File: src/mrm_pkg.sv
// Purpose: shared constants for the mii/rmii mac port
// Assumes: reference clock of 250 MHz
// Notes:   mgmt clock rate is a plain default, change to taste
package mrm_pkg;
  localparam int REF_CLK_PERIOD_NS = 4;
  localparam int MGMT_PERIOD_NS    = 400;
  // least half period, rounded up to whole cycles
  localparam int MGMT_HALF_CYC     =
    (MGMT_PERIOD_NS / 2 + REF_CLK_PERIOD_NS - 1) / REF_CLK_PERIOD_NS;
  localparam int MGMT_FRAME_BITS   = 32;
  localparam int MGMT_CNT_W        = 6;
  localparam int NIBBLE_W          = 4;
  localparam int DIBIT_W           = 2;
  // synchroniser lanes
  localparam int SYNC_W            = 10;
  localparam int SYNC_TXCLK        = 0;
  localparam int SYNC_RXCLK        = 1;
  localparam int SYNC_RXD          = 2;
  localparam int SYNC_RXDV         = 6;
  localparam int SYNC_RXER         = 7;
  localparam int SYNC_COL          = 8;
  localparam int SYNC_CRS          = 9;
  localparam logic [NIBBLE_W-1:0] TX_IDLE_NIBBLE = 4'h0;
  typedef enum logic [1:0] {
    MRM_IDLE = 2'b00,
    MRM_LOW  = 2'b01,
    MRM_HIGH = 2'b10
  } mrm_mgmt_state_e;
endpackage

File: src/mrm_mgmt_if.sv
// Purpose: command path between port top and management engine
// Assumes: single ref_clk_i domain
// Notes:   start is a one-cycle pulse, ignored while busy
`timescale 1ns/1ps
interface mrm_mgmt_if;
  logic        start;
  logic [31:0] wdata;
  logic [5:0]  drive_bits;
  logic        busy;
  logic        done;
  logic [31:0] rdata;
  modport ctrl (output start, wdata, drive_bits, input busy, done, rdata);
  modport engine (input start, wdata, drive_bits, output busy, done, rdata);
endinterface

File: src/mrm_mgmt.sv
// Purpose: management clock generator and 32-bit serial shifter
// Assumes: first drive_bits bits driven, the rest sampled from the phy
// Notes:   data changes while the clock is low, sampled at its rise
`timescale 1ns/1ps
module mrm_mgmt
  import mrm_pkg::*;
#(
  parameter int HALF_CYC = MGMT_HALF_CYC
) (
  input  wire logic    ref_clk_i,
  input  wire logic    sys_rst_i,
  mrm_mgmt_if.engine   cmd,
  input  wire logic    mgmt_data_i,
  output logic         mgmt_clock_out_o,
  output logic         mgmt_data_o,
  output logic         mgmt_data_oe_o
);
  logic [1:0]            din_sync;
  mrm_mgmt_state_e       state;
  logic [7:0]            div;
  logic [MGMT_CNT_W-1:0] bit_idx;
  logic [31:0]           sh_out;
  logic [31:0]           sh_in;
  logic                  done;
  logic                  tick;

  assign tick      = (div == 8'(HALF_CYC - 1));
  assign cmd.busy  = (state != MRM_IDLE);
  assign cmd.done  = done;
  assign cmd.rdata = sh_in;

  always_ff @(posedge ref_clk_i or posedge sys_rst_i) begin
    if (sys_rst_i) begin
      din_sync <= 2'h0;
    end else begin
      din_sync <= {din_sync[0], mgmt_data_i};
    end
  end

  always_ff @(posedge ref_clk_i or posedge sys_rst_i) begin
    if (sys_rst_i) begin
      div <= 8'h00;
    end else if (state == MRM_IDLE || tick) begin
      div <= 8'h00;
    end else begin
      div <= div + 8'h01;
    end
  end

  always_ff @(posedge ref_clk_i or posedge sys_rst_i) begin
    if (sys_rst_i) begin
      state            <= MRM_IDLE;
      bit_idx          <= '0;
      sh_out           <= 32'h0;
      sh_in            <= 32'h0;
      done             <= 1'b0;
      mgmt_clock_out_o <= 1'b0;
      mgmt_data_o      <= 1'b0;
      mgmt_data_oe_o   <= 1'b0;
    end else begin
      done <= 1'b0;
      unique case (state)
        MRM_IDLE: begin
          mgmt_clock_out_o <= 1'b0;
          if (cmd.start) begin
            state          <= MRM_LOW;
            bit_idx        <= '0;
            sh_out         <= cmd.wdata;
            mgmt_data_o    <= cmd.wdata[31];
            mgmt_data_oe_o <= (cmd.drive_bits != '0);
          end
        end
        MRM_LOW: begin
          if (tick) begin
            // both ends latch on this rising edge
            mgmt_clock_out_o <= 1'b1;
            sh_in            <= {sh_in[30:0], din_sync[1]};
            state            <= MRM_HIGH;
          end
        end
        MRM_HIGH: begin
          if (tick) begin
            mgmt_clock_out_o <= 1'b0;
            if (bit_idx == MGMT_CNT_W'(MGMT_FRAME_BITS - 1)) begin
              state          <= MRM_IDLE;
              done           <= 1'b1;
              mgmt_data_oe_o <= 1'b0;
            end else begin
              state          <= MRM_LOW;
              bit_idx        <= bit_idx + 1'b1;
              sh_out         <= {sh_out[30:0], 1'b0};
              mgmt_data_o    <= sh_out[30];
              mgmt_data_oe_o <= (bit_idx + 1'b1 < cmd.drive_bits);
            end
          end
        end
        default: begin
          state <= MRM_IDLE;
        end
      endcase
    end
  end
endmodule

File: src/mrm_port.sv
// What this block does
// - drive management clock; each data bit is latched on its rising edge.
// - management data pin is two-way; we drive it and release it.
// - mii transmit nibble changes off the transmit clock; phy samples on rise.
// - rmii transmits one dibit per reference clock on bus bits 1:0.
// - in mii drive transmit-active synchronous to the transmit clock.
// - rmii transmit-active rises with first nibble, holds for every dibit.
// - mii receive nibble is taken only while receive-valid is high.
// - rmii receives one dibit per reference clock on bus bits 1:0.
// - a receive error during a frame reports a crc error for it.
//
// Purpose: pin-level mii/rmii port toward an external phy
// Assumes: phy clocks are sampled by ref_clk_i, so 50 MHz rmii is marginal
// Notes:   user side works in nibbles; rmii sends low dibit first
`timescale 1ns/1ps
module mrm_port
  import mrm_pkg::*;
#(
  parameter int MGMT_HALF = MGMT_HALF_CYC
) (
  input  wire logic                ref_clk_i,
  input  wire logic                sys_rst_i,
  input  wire logic                rmii_mode_i,
  input  wire logic                tx_valid_i,
  input  wire logic [NIBBLE_W-1:0] tx_data_i,
  output logic                     tx_ready_o,
  output logic [NIBBLE_W-1:0]      rx_data_o,
  output logic                     rx_strobe_o,
  output logic                     rx_frame_o,
  output logic                     rx_crc_error_o,
  output logic                     collision_o,
  output logic                     carrier_o,
  input  wire logic                mgmt_start_i,
  input  wire logic [31:0]         mgmt_wdata_i,
  input  wire logic [5:0]          mgmt_drive_bits_i,
  output logic                     mgmt_busy_o,
  output logic                     mgmt_done_o,
  output logic [31:0]              mgmt_rdata_o,
  input  wire logic                tx_nibble_clock_i,
  output logic [NIBBLE_W-1:0]      tx_nibble_bus_o,
  output logic                     tx_active_o,
  input  wire logic                rx_nibble_clock_i,
  input  wire logic [NIBBLE_W-1:0] rx_nibble_bus_i,
  input  wire logic                rx_valid_i,
  input  wire logic                rx_error_in_i,
  input  wire logic                collision_in_i,
  input  wire logic                carrier_sense_in_i,
  output logic                     mgmt_clock_out_o,
  input  wire logic                mgmt_data_io_i,
  output logic                     mgmt_data_io_o,
  output logic                     mgmt_data_io_oe_o
);
  logic [SYNC_W-1:0] pin_meta;
  logic [SYNC_W-1:0] pin_sync;
  logic              tx_clk_prev;
  logic              rx_clk_prev;
  logic              tx_clk_src;
  logic              tx_edge;
  logic              rx_rise;
  logic              rx_valid_s;
  logic [1:0]        rx_dibit_s;
  logic              tx_phase;
  logic [1:0]        tx_high_dibit;
  logic              rx_pair;
  logic [1:0]        rx_low_dibit;
  logic              rx_err_seen;
  logic              rx_in_frame;

  mrm_mgmt_if mgmt_bus ();

  // data lanes ride the same two stages as the clocks to stay aligned
  always_ff @(posedge ref_clk_i or posedge sys_rst_i) begin
    if (sys_rst_i) begin
      pin_meta <= '0;
      pin_sync <= '0;
    end else begin
      pin_meta <= {carrier_sense_in_i, collision_in_i, rx_error_in_i,
                   rx_valid_i, rx_nibble_bus_i, rx_nibble_clock_i,
                   tx_nibble_clock_i};
      pin_sync <= pin_meta;
    end
  end

  always_ff @(posedge ref_clk_i or posedge sys_rst_i) begin
    if (sys_rst_i) begin
      tx_clk_prev <= 1'b0;
      rx_clk_prev <= 1'b0;
    end else begin
      tx_clk_prev <= tx_clk_src;
      rx_clk_prev <= pin_sync[SYNC_RXCLK];
    end
  end

  // rmii takes its transmit timing from the shared reference pin
  assign tx_clk_src = rmii_mode_i ? pin_sync[SYNC_RXCLK]
                                  : pin_sync[SYNC_TXCLK];
  // update on the falling edge so outputs settle before the phy's rise
  assign tx_edge    = tx_clk_prev && !tx_clk_src;
  assign rx_rise    = !rx_clk_prev && pin_sync[SYNC_RXCLK];
  assign rx_valid_s = pin_sync[SYNC_RXDV];
  assign rx_dibit_s = pin_sync[SYNC_RXD +: DIBIT_W];

  // a nibble is taken only at a phase-0 edge in rmii
  assign tx_ready_o = tx_edge && tx_valid_i && !(rmii_mode_i && tx_phase);

  always_ff @(posedge ref_clk_i or posedge sys_rst_i) begin
    if (sys_rst_i) begin
      tx_nibble_bus_o <= TX_IDLE_NIBBLE;
      tx_active_o     <= 1'b0;
      tx_phase        <= 1'b0;
      tx_high_dibit   <= 2'h0;
    end else if (tx_edge) begin
      if (rmii_mode_i && tx_phase) begin
        tx_nibble_bus_o <= {2'h0, tx_high_dibit};
        tx_phase        <= 1'b0;
      end else if (tx_valid_i) begin
        tx_active_o <= 1'b1;
        if (rmii_mode_i) begin
          tx_nibble_bus_o <= {2'h0, tx_data_i[1:0]};
          tx_high_dibit   <= tx_data_i[3:2];
          tx_phase        <= 1'b1;
        end else begin
          tx_nibble_bus_o <= tx_data_i;
        end
      end else begin
        tx_active_o     <= 1'b0;
        tx_nibble_bus_o <= TX_IDLE_NIBBLE;
      end
    end
  end

  always_ff @(posedge ref_clk_i or posedge sys_rst_i) begin
    if (sys_rst_i) begin
      rx_data_o    <= '0;
      rx_strobe_o  <= 1'b0;
      rx_pair      <= 1'b0;
      rx_low_dibit <= 2'h0;
    end else begin
      rx_strobe_o <= 1'b0;
      if (rx_rise) begin
        if (!rx_valid_s) begin
          // carrier drops only on nibble boundaries, so restart pairing
          rx_pair <= 1'b0;
        end else if (!rmii_mode_i) begin
          rx_data_o   <= pin_sync[SYNC_RXD +: NIBBLE_W];
          rx_strobe_o <= 1'b1;
        end else if (!rx_pair) begin
          rx_low_dibit <= rx_dibit_s;
          rx_pair      <= 1'b1;
        end else begin
          rx_data_o   <= {rx_dibit_s, rx_low_dibit};
          rx_strobe_o <= 1'b1;
          rx_pair     <= 1'b0;
        end
      end
    end
  end

  // frame ends on the sampled fall of valid or carrier/valid
  always_ff @(posedge ref_clk_i or posedge sys_rst_i) begin
    if (sys_rst_i) begin
      rx_in_frame    <= 1'b0;
      rx_err_seen    <= 1'b0;
      rx_crc_error_o <= 1'b0;
    end else begin
      rx_crc_error_o <= 1'b0;
      if (rx_rise) begin
        rx_in_frame <= rx_valid_s;
        if (rx_valid_s && pin_sync[SYNC_RXER]) begin
          rx_err_seen <= 1'b1;
        end else if (rx_in_frame && !rx_valid_s) begin
          rx_crc_error_o <= rx_err_seen;
          rx_err_seen    <= 1'b0;
        end
      end
    end
  end

  assign rx_frame_o  = rx_in_frame;
  // collision pin is pulled up and meaningless in rmii
  assign collision_o = !rmii_mode_i && pin_sync[SYNC_COL];
  assign carrier_o   = rmii_mode_i ? rx_valid_s : pin_sync[SYNC_CRS];

  assign mgmt_bus.start      = mgmt_start_i;
  assign mgmt_bus.wdata      = mgmt_wdata_i;
  assign mgmt_bus.drive_bits = mgmt_drive_bits_i;
  assign mgmt_busy_o         = mgmt_bus.busy;
  assign mgmt_done_o         = mgmt_bus.done;
  assign mgmt_rdata_o        = mgmt_bus.rdata;

  mrm_mgmt #(
    .HALF_CYC (MGMT_HALF)
  ) u_mgmt (
    .ref_clk_i        (ref_clk_i),
    .sys_rst_i        (sys_rst_i),
    .cmd              (mgmt_bus),
    .mgmt_data_i      (mgmt_data_io_i),
    .mgmt_clock_out_o (mgmt_clock_out_o),
    .mgmt_data_o      (mgmt_data_io_o),
    .mgmt_data_oe_o   (mgmt_data_io_oe_o)
  );
endmodule

File: config.mk
export PLATFORM = sky130hd
export DESIGN_NAME = mrm_port
export DESIGN_NICKNAME = d
export VERILOG_FILES = /design/src/mrm_pkg.sv /design/src/mrm_mgmt_if.sv /design/src/mrm_mgmt.sv /design/src/mrm_port.sv
export SDC_FILE = /design/constraint.sdc
export NUM_CORES = 1
export LEC_CHECK = 0
export BUFFER_PORTS_ARGS = -buffer_cell sky130_fd_sc_hd__buf_2
export CAP_MARGIN = 20
export CORE_AREA = 4 4 123 90
export CTS_CLUSTER_DIAMETER = 30
export DETAILED_ROUTE_END_ITERATION = 8
export DIE_AREA = 0 0 127 94
export GPL_TIMING_DRIVEN = 0
export MAX_ROUTING_LAYER = met4
export PLACE_DENSITY = 0.79
export SYNTH_ARGS = -nofsm -noshare
export SYNTH_HDL_FRONTEND = slang
export SYNTH_HIERARCHICAL = 1
export SYNTH_SLANG_ARGS = --single-unit
File: constraint.sdc
create_clock -name ref_clk_i -period 3 [get_ports ref_clk_i]
set_input_delay 0.3 -clock ref_clk_i [delete_from_list [all_inputs] [get_ports ref_clk_i]]
set_output_delay 0.3 -clock ref_clk_i [all_outputs]
set_load 0.005 [all_outputs]
==> out/results.ini, run 1 <==
[min_path]
hp-class=input pin to flip-flop

[floorplanning]
ios=110
die_x_microns=127
row_count=31
start_util_pct=53.4
fp.dieH_microns=94
core_sq_mm=0.0100
design.die.area_sq_mm=0.0119

[synth]
yosysUniqueCellTypes=49
synthFlopType=dfrtp_1
ys_ff_latch=126
synth_edf_count=0
synth_area_per_cell_sq_um=13.1
netlist_area_sq_mm=0.00535
synth.yosys.warnings=6
synth_async_sr_flop_share_pct=100
synth_nets=473
seq_area_frac_synth_pct=59.0
netlist_instances=407

[detailed_routing]
ant_nets=0
first_pass_iters=4
via_per_inst=5.36
totalWireLength_microns=11300
drt_iter0_drc=289
drc=0
routedWlPerCell_microns=16.4
num_vias=3710

[clock_tree]
post-cts-setup-buffer-count=0
hold_buffers=10
cts_sinks=126
tritoncts=yes
cts.clk_slew.worst_paths_ps=60
clkLatencyLatePin_ps=410
h-tree-depth=4
clock_path_buffers=2
numCtsBuffers=17
cts_root_buf=clkbuf_16
cts_resized=0

[global_route]
grt.busiest_layer=met2
grt_pass1_vias=3839
grt_pass1_wl_microns=18800
use_met3_pct=6.19
grt_max_degree=75
grt_use_total_pct=20.6
grtUsageMet1_pct=26.8
met2_usage_pct=32.0
antenna_found_initial=0
grt_overflow=0

[critical_path]
arrival_ps=2710
r2r_start=u_mgmt/div[1]
crit_path_top_delay_cell=dfrtp_1
cp_cell_sequence=inv_1 > ha_1 > or3b_4 > nor4_4 > nand3_1 > clkbuf_1 > o221a_1
r2r-end=u_mgmt/sh_out[5]
ff2ff_setup_slack_ps=570
endpoint=u_mgmt/sh_out[5]
worstSetupEndpointType=flip-flop
cp_max_fo=10
start_kind=flip-flop
crit_type=flip-flop to flip-flop
crit_start=u_mgmt/div[1]
cp.required_ps=3290
rr_worst_depth=7
timing.critical_path.slowest_cell_delay_ps=400

[pwr]
p_leak_nw=3.36
irDropWorstVdd_uv=384
power_density_mw_per_mm2=611

[finish]
drive_gt1_share_pct=43.2
diodes=0
layoutNonFillerInstCount=692
final_util_pct=68.0
fin_nets=613
areaGrowthSynthToFinish_pct=27.3

[run]
maxCapViolCount=0

[sta]
fin_hold_ws_ps=150
period_share_pct=80.9
period_needed_ps=2430
setup_viol=0
finalMaxSlewViolations=0
rsz0062_at_grt=no
hold_viol=0
skew_ps=8.64
max_freq_mhz=412
worst_pin_slew_ps=811
slew_headroom_pct=45.8

[place]
place.gp.congestion=0.862
hpwl_microns=7740
numPortBuffers=108
dp.cells=648

[run_status]
outcome=completed

==> kinds of logic (layout without fill, tap and decap cells) <==
logic type      after synthesis  after routing  share of synthesized area (%)
flops                       126            126                           59.0
fa+ha+maj                     8              8                           1.87
xor+xnor                     10             10                           1.64
mux                          50             50                           10.9
compound gates               68             68                           11.5
buf+inv                      35            188                           3.23
simple gates                110            110                           11.9
==> state kept, by name, indices dropped and copies added, names as in the netlist, 2 cells and up <==
name              flops
u_mgmt/sh_out        31
rx_data_o             4
u_mgmt/din_sync       2
tx_high_dibit         2
u_mgmt/bit_idx        6
u_mgmt/state          2
rx_low_dibit          2
pin_sync             10
u_mgmt/cmd.rdata     32
tx_nibble_bus_o       4
pin_meta             10
u_mgmt/div            8
==> layout make-up <==
class | instances | area (sq um)
fill | 745 | 3200
sequential | 126 | 3150
multi-input combinational | 246 | 2020
timing repair buffer | 121 | 688
clock buffer | 19 | 443
tap | 132 | 165
clock inverter | 13 | 163
buffer | 22 | 124
inverter | 13 | 51.3
==> power by group <==
part / switching (W) / internal [W] / leakage [nW]
registers: 0.0000423 / 0.00178 / 1.63
logic: 0.000108 / 0.000142 / 1.45
clock network: 0.000755 / 0.00133 / 0.290
==> worst max-delay path, delay by kind of cell (launching register included) <==
family | cells | cell delay, ps
flip-flops | 1 | 400
AND/OR/NAND/NOR | 3 | 1070
AO/OA/AOI/OAI | 1 | 320
adder cells (fa/ha/maj) | 1 | 130
buffers and inverters | 2 | 380
==> per-layer routing <==
metal | wire length (microns) | vias to the layer above
li1 | - | 1755
met1 | 5120 | 1854
met2 | 5550 | 89
met3 | 583 | 12
met4 | 87 | 0
met5 | 0 | -
==> metrics by stage <==
step	total power (W)	setup slack [ps]	TNS (ps)	instance area, sq um
6_report	0.00416	573	0	6810
5_1_grt	0.00432	402	0	6810
4_1_cts	0.00419	584	0	6790
3_5_place_dp	0.00209	604	0	6080
3_3_place_gp	0.00207	-458	-38260	6050
2_1_floorplan	0.00198	507	0	5350
==> synthesized netlist by cell type, types with 2 or more instances <==
cell / count / share of area (%)
and4b_1: 2 / 0.37
nand2b_1: 5 / 0.59
nand2_1: 19 / 1.3
clkbuf_1: 14 / 0.98
inv_1: 13 / 0.91
a21oi_1: 3 / 0.28
xnor2_1: 5 / 0.82
mux2_4: 5 / 1.4
xor2_1: 5 / 0.82
buf_6: 5 / 1.1
o221a_1: 29 / 6.1
ha_1: 8 / 1.9
or2_2: 31 / 3.6
nand4_1: 3 / 0.35
nand3_1: 11 / 1.0
a31o_2: 2 / 0.33
nor2b_1: 3 / 0.35
o221a_2: 2 / 0.42
nand3b_1: 2 / 0.28
a21o_1: 3 / 0.42
o211ai_1: 5 / 0.70
a31oi_1: 5 / 0.59
o21ai_0: 9 / 0.84
o311ai_0: 2 / 0.33
nor3b_1: 2 / 0.28
and3b_1: 2 / 0.33
and3_1: 2 / 0.23
nor2_1: 17 / 1.2
buf_2: 3 / 0.28
dfrtp_1: 126 / 59
mux2_2: 45 / 9.5
and2_1: 2 / 0.23
==> worst min path at each step <==
stage	start	end	slack, ps	depth (start not counted)
after floorplan	pin_meta[0]	pin_sync[0]	330	0
after global placement	pin_meta[3]	pin_sync[3]	330	0
after detailed placement	sys_rst_i	u_mgmt/cmd.rdata[12]	240	2
after CTS	carrier_sense_in_i	pin_meta[9]	0.04	1
after global routing	tx_data_i[3]	tx_high_dibit[1]	140	2
final	tx_data_i[2]	tx_high_dibit[0]	150	2
==> cells in the final DEF (no fill, tap or decap), types with 9 or more instances in the layout <==
master / instances
mux2_2: 45
o21ai_0: 9
dfrtp_1: 126
o221a_1: 29
clkbuf_16: 17
inv_1: 11
buf_2: 111
nand3_1: 11
nand2_1: 19
or2_2: 31
clkbuf_1: 15
nor2_1: 17
dlygate4sd3_1: 12
Power figures use the tool's default switching activity.
==> inputs of run 2 (changes only) <==
==> constraint.sdc (replaced) <==
create_clock -name ref_clk_i -period 2.5 [get_ports ref_clk_i]
set_input_delay 0.25 -clock ref_clk_i [delete_from_list [all_inputs] [get_ports ref_clk_i]]
set_output_delay 0.25 -clock ref_clk_i [all_outputs]
set_load 0.005 [all_outputs]
==> run 2 against run 1 <==
Compared with the run above:
- clock power increased by 20%
- clock-buffer cell count unchanged
- worst setup slack got worse by 500 ps
- core utilization increased by 0.14 points
- total power increased by 20%
- sequential power increased by 20%
- largest cell class unchanged
- largest power group unchanged
- highest routed layer unchanged
==> out/results.ini, run 2 (same netlist as run 1, synthesis figures left out) <==
[run_status]
outcome=completed

[pwr]
p_comb_share_pct=6.0  ; about the same
p_leak_nw=3.37  ; +0.17%
switchingPower_w=0.00109  ; +20%
power_density_mw_per_mm2=732  ; +20%
irDropWorstVdd_uv=462  ; +20%
swShare_pct=21.8  ; +0.035 points
power.internal_w=0.00390  ; +20%
seq_power_share_pct=43.8  ; about the same
clockPowerShare_pct=50.2  ; about the same

[critical_path]
cp_num_buf_inv=3  ; +1
cp_max_fo=10  ; unchanged
cp_cell_sequence=inv_1 > ha_1 > or3b_4 > nor4_4 > buf_4 > nand3_2 > buf_2 > mux2_2
cp_num_cells=8  ; +1
start_kind=flip-flop
rr_worst_depth=8  ; +1
worstSetupEndpointType=flip-flop
cp_top_family=simple AND/OR/NAND/NOR gates
crit_type=flip-flop to flip-flop
arrival_ps=2710  ; about the same
cp.required_ps=2780  ; -510 ps
timing.critical_path.slowest_cell_delay_ps=400  ; about the same
crit_path_top_delay_cell=dfrtp_1

[place]
dp.cells=648  ; unchanged
hpwl_microns=7740  ; unchanged
numPortBuffers=108  ; unchanged
dpl_cell_area_sq_mm=0.00608  ; unchanged
place.gp.congestion=0.862  ; unchanged

[finish]
drive_gt1_share_pct=43.5  ; +0.28 points
final_cell_mix=dfrtp_1, buf_2, mux2_2
layoutNonFillerInstCount=693  ; +0.14%
mostFrequentLayoutCell=dfrtp_1
final_util_pct=68.2  ; +0.14 points
fin_nets=614  ; +0.16%
fin_area_sq_mm=0.00682  ; +0.20%
areaGrowthSynthToFinish_pct=27.6
diodes=0  ; unchanged
largest_reg_flops=32  ; unchanged

[min_path]
hp-class=input pin to flip-flop
min_path_cells=2  ; unchanged

[clock_tree]
cts.clk_slew.worst_paths_ps=60  ; about the same
cts_sinks=126  ; unchanged
cts_root_buf=clkbuf_16
clock_path_buffers=2  ; unchanged
h-tree-depth=4  ; unchanged
numCtsBuffers=17  ; unchanged
tritoncts=yes
clkLatencyLatePin_ps=410  ; about the same

[detailed_routing]
drc=0  ; unchanged
totalWireLength_microns=11300  ; -0.35%
routedWlPerCell_microns=16.3  ; -0.50%
num_vias=3707  ; -0.081%
drt_iter0_drc=264  ; -8.7%
via_per_inst=5.35  ; -0.23%
first_pass_iters=4  ; unchanged
ant_nets=0  ; unchanged

[global_route]
grt_pass1_vias=3845  ; +0.16%
grt_use_total_pct=20.6  ; +0.038 points
grt_overflow=0  ; unchanged
grt_pass1_wl_microns=18900  ; +0.29%
antenna_found_initial=0  ; unchanged
grt_max_degree=75  ; unchanged

[sta]
period_needed_ps=2420  ; -2.97 ps
skew_ps=8.33  ; -0.312 ps
rsz0062_at_grt=yes
hold_viol=0  ; unchanged
finalMaxSlewViolations=0  ; unchanged
slew_headroom_pct=46.0  ; +0.20 points
setup_viol=0  ; unchanged
period_share_pct=97.0  ; +16 points
tns_ps=0  ; unchanged
worst_pin_slew_ps=808  ; -3.01 ps
max_freq_mhz=413  ; +0.12%

[floorplanning]
ios=110  ; unchanged
core_sq_mm=0.0100  ; unchanged
row_count=31  ; unchanged
die_x_microns=127  ; unchanged
fp.dieH_microns=94  ; unchanged
start_util_pct=53.4  ; unchanged
design.die.area_sq_mm=0.0119  ; unchanged

[run]
maxCapViolCount=0  ; unchanged

## run 2: worst paths after layout
check                                    from                   end  slack (ps)
max                             u_mgmt/div[1]   u_mgmt/cmd.rdata[3]          80
min                              tx_data_i[2]      tx_high_dibit[0]         100
max reg2reg                     u_mgmt/div[1]   u_mgmt/cmd.rdata[3]          80
min reg2reg                u_mgmt/din_sync[0]    u_mgmt/din_sync[1]         350
max in group asynchronous           sys_rst_i      tx_high_dibit[1]        1400
min in group asynchronous           sys_rst_i  u_mgmt/cmd.rdata[12]         320
## run 2: layout make-up
cell class | instances | area, sq um
timing repair buffer | 122 | 696
inverter | 13 | 51.3
multi-input combinational | 246 | 2020
tap | 132 | 165
fill | 743 | 3190
sequential | 126 | 3150
buffer | 22 | 130
clock inverter | 13 | 163
clock buffer | 19 | 443
## run 2: timing repair
action | CTS | global route
setup buffers | 0 | 1
resized for setup | 0 | 5
hold buffers | 12 | 0
endpoints found under the setup margin | 0 | 30
hold endpoints to repair | 22 | 0
## run 2: power by group through the flow
stage | clock, W | combinational [W] | sequential, W
after floorplan | 0 | 0.000158 | 0.00221
after global placement | 0 | 0.000274 | 0.00221
after detailed placement | 0 | 0.000288 | 0.00222
after CTS | 0.00254 | 0.000306 | 0.00218
after global routing | 0.00265 | 0.000338 | 0.00220
final | 0.00251 | 0.000300 | 0.00219
## run 2: metrics by stage
step	setup slack, ps	hold WS, ps	total power (W)
after floorplan	56.5	281	0.00237
after global placement	-908	334	0.00249
after detailed placement	104	187	0.00251
after CTS	84.5	87.7	0.00503
after global routing	-54.5	90.5	0.00519
final	75.8	100	0.00499
## run 2: worst reg2reg max path, cell delays in order (launching register included)
cell and delay (ps):
dfrtp_1 400, inv_1 70, ha_1 130, or3b_4 400, nor4_4 380, buf_4 200
nand3_2 150, buf_2 260, mux2_2 310
## run 2: metal layers
metal	global-route usage [%]	wire length, microns
met1	26.8	5100
met2	32.1	5510
met3	6.19	566
met4	5.36	123
met5	-	0
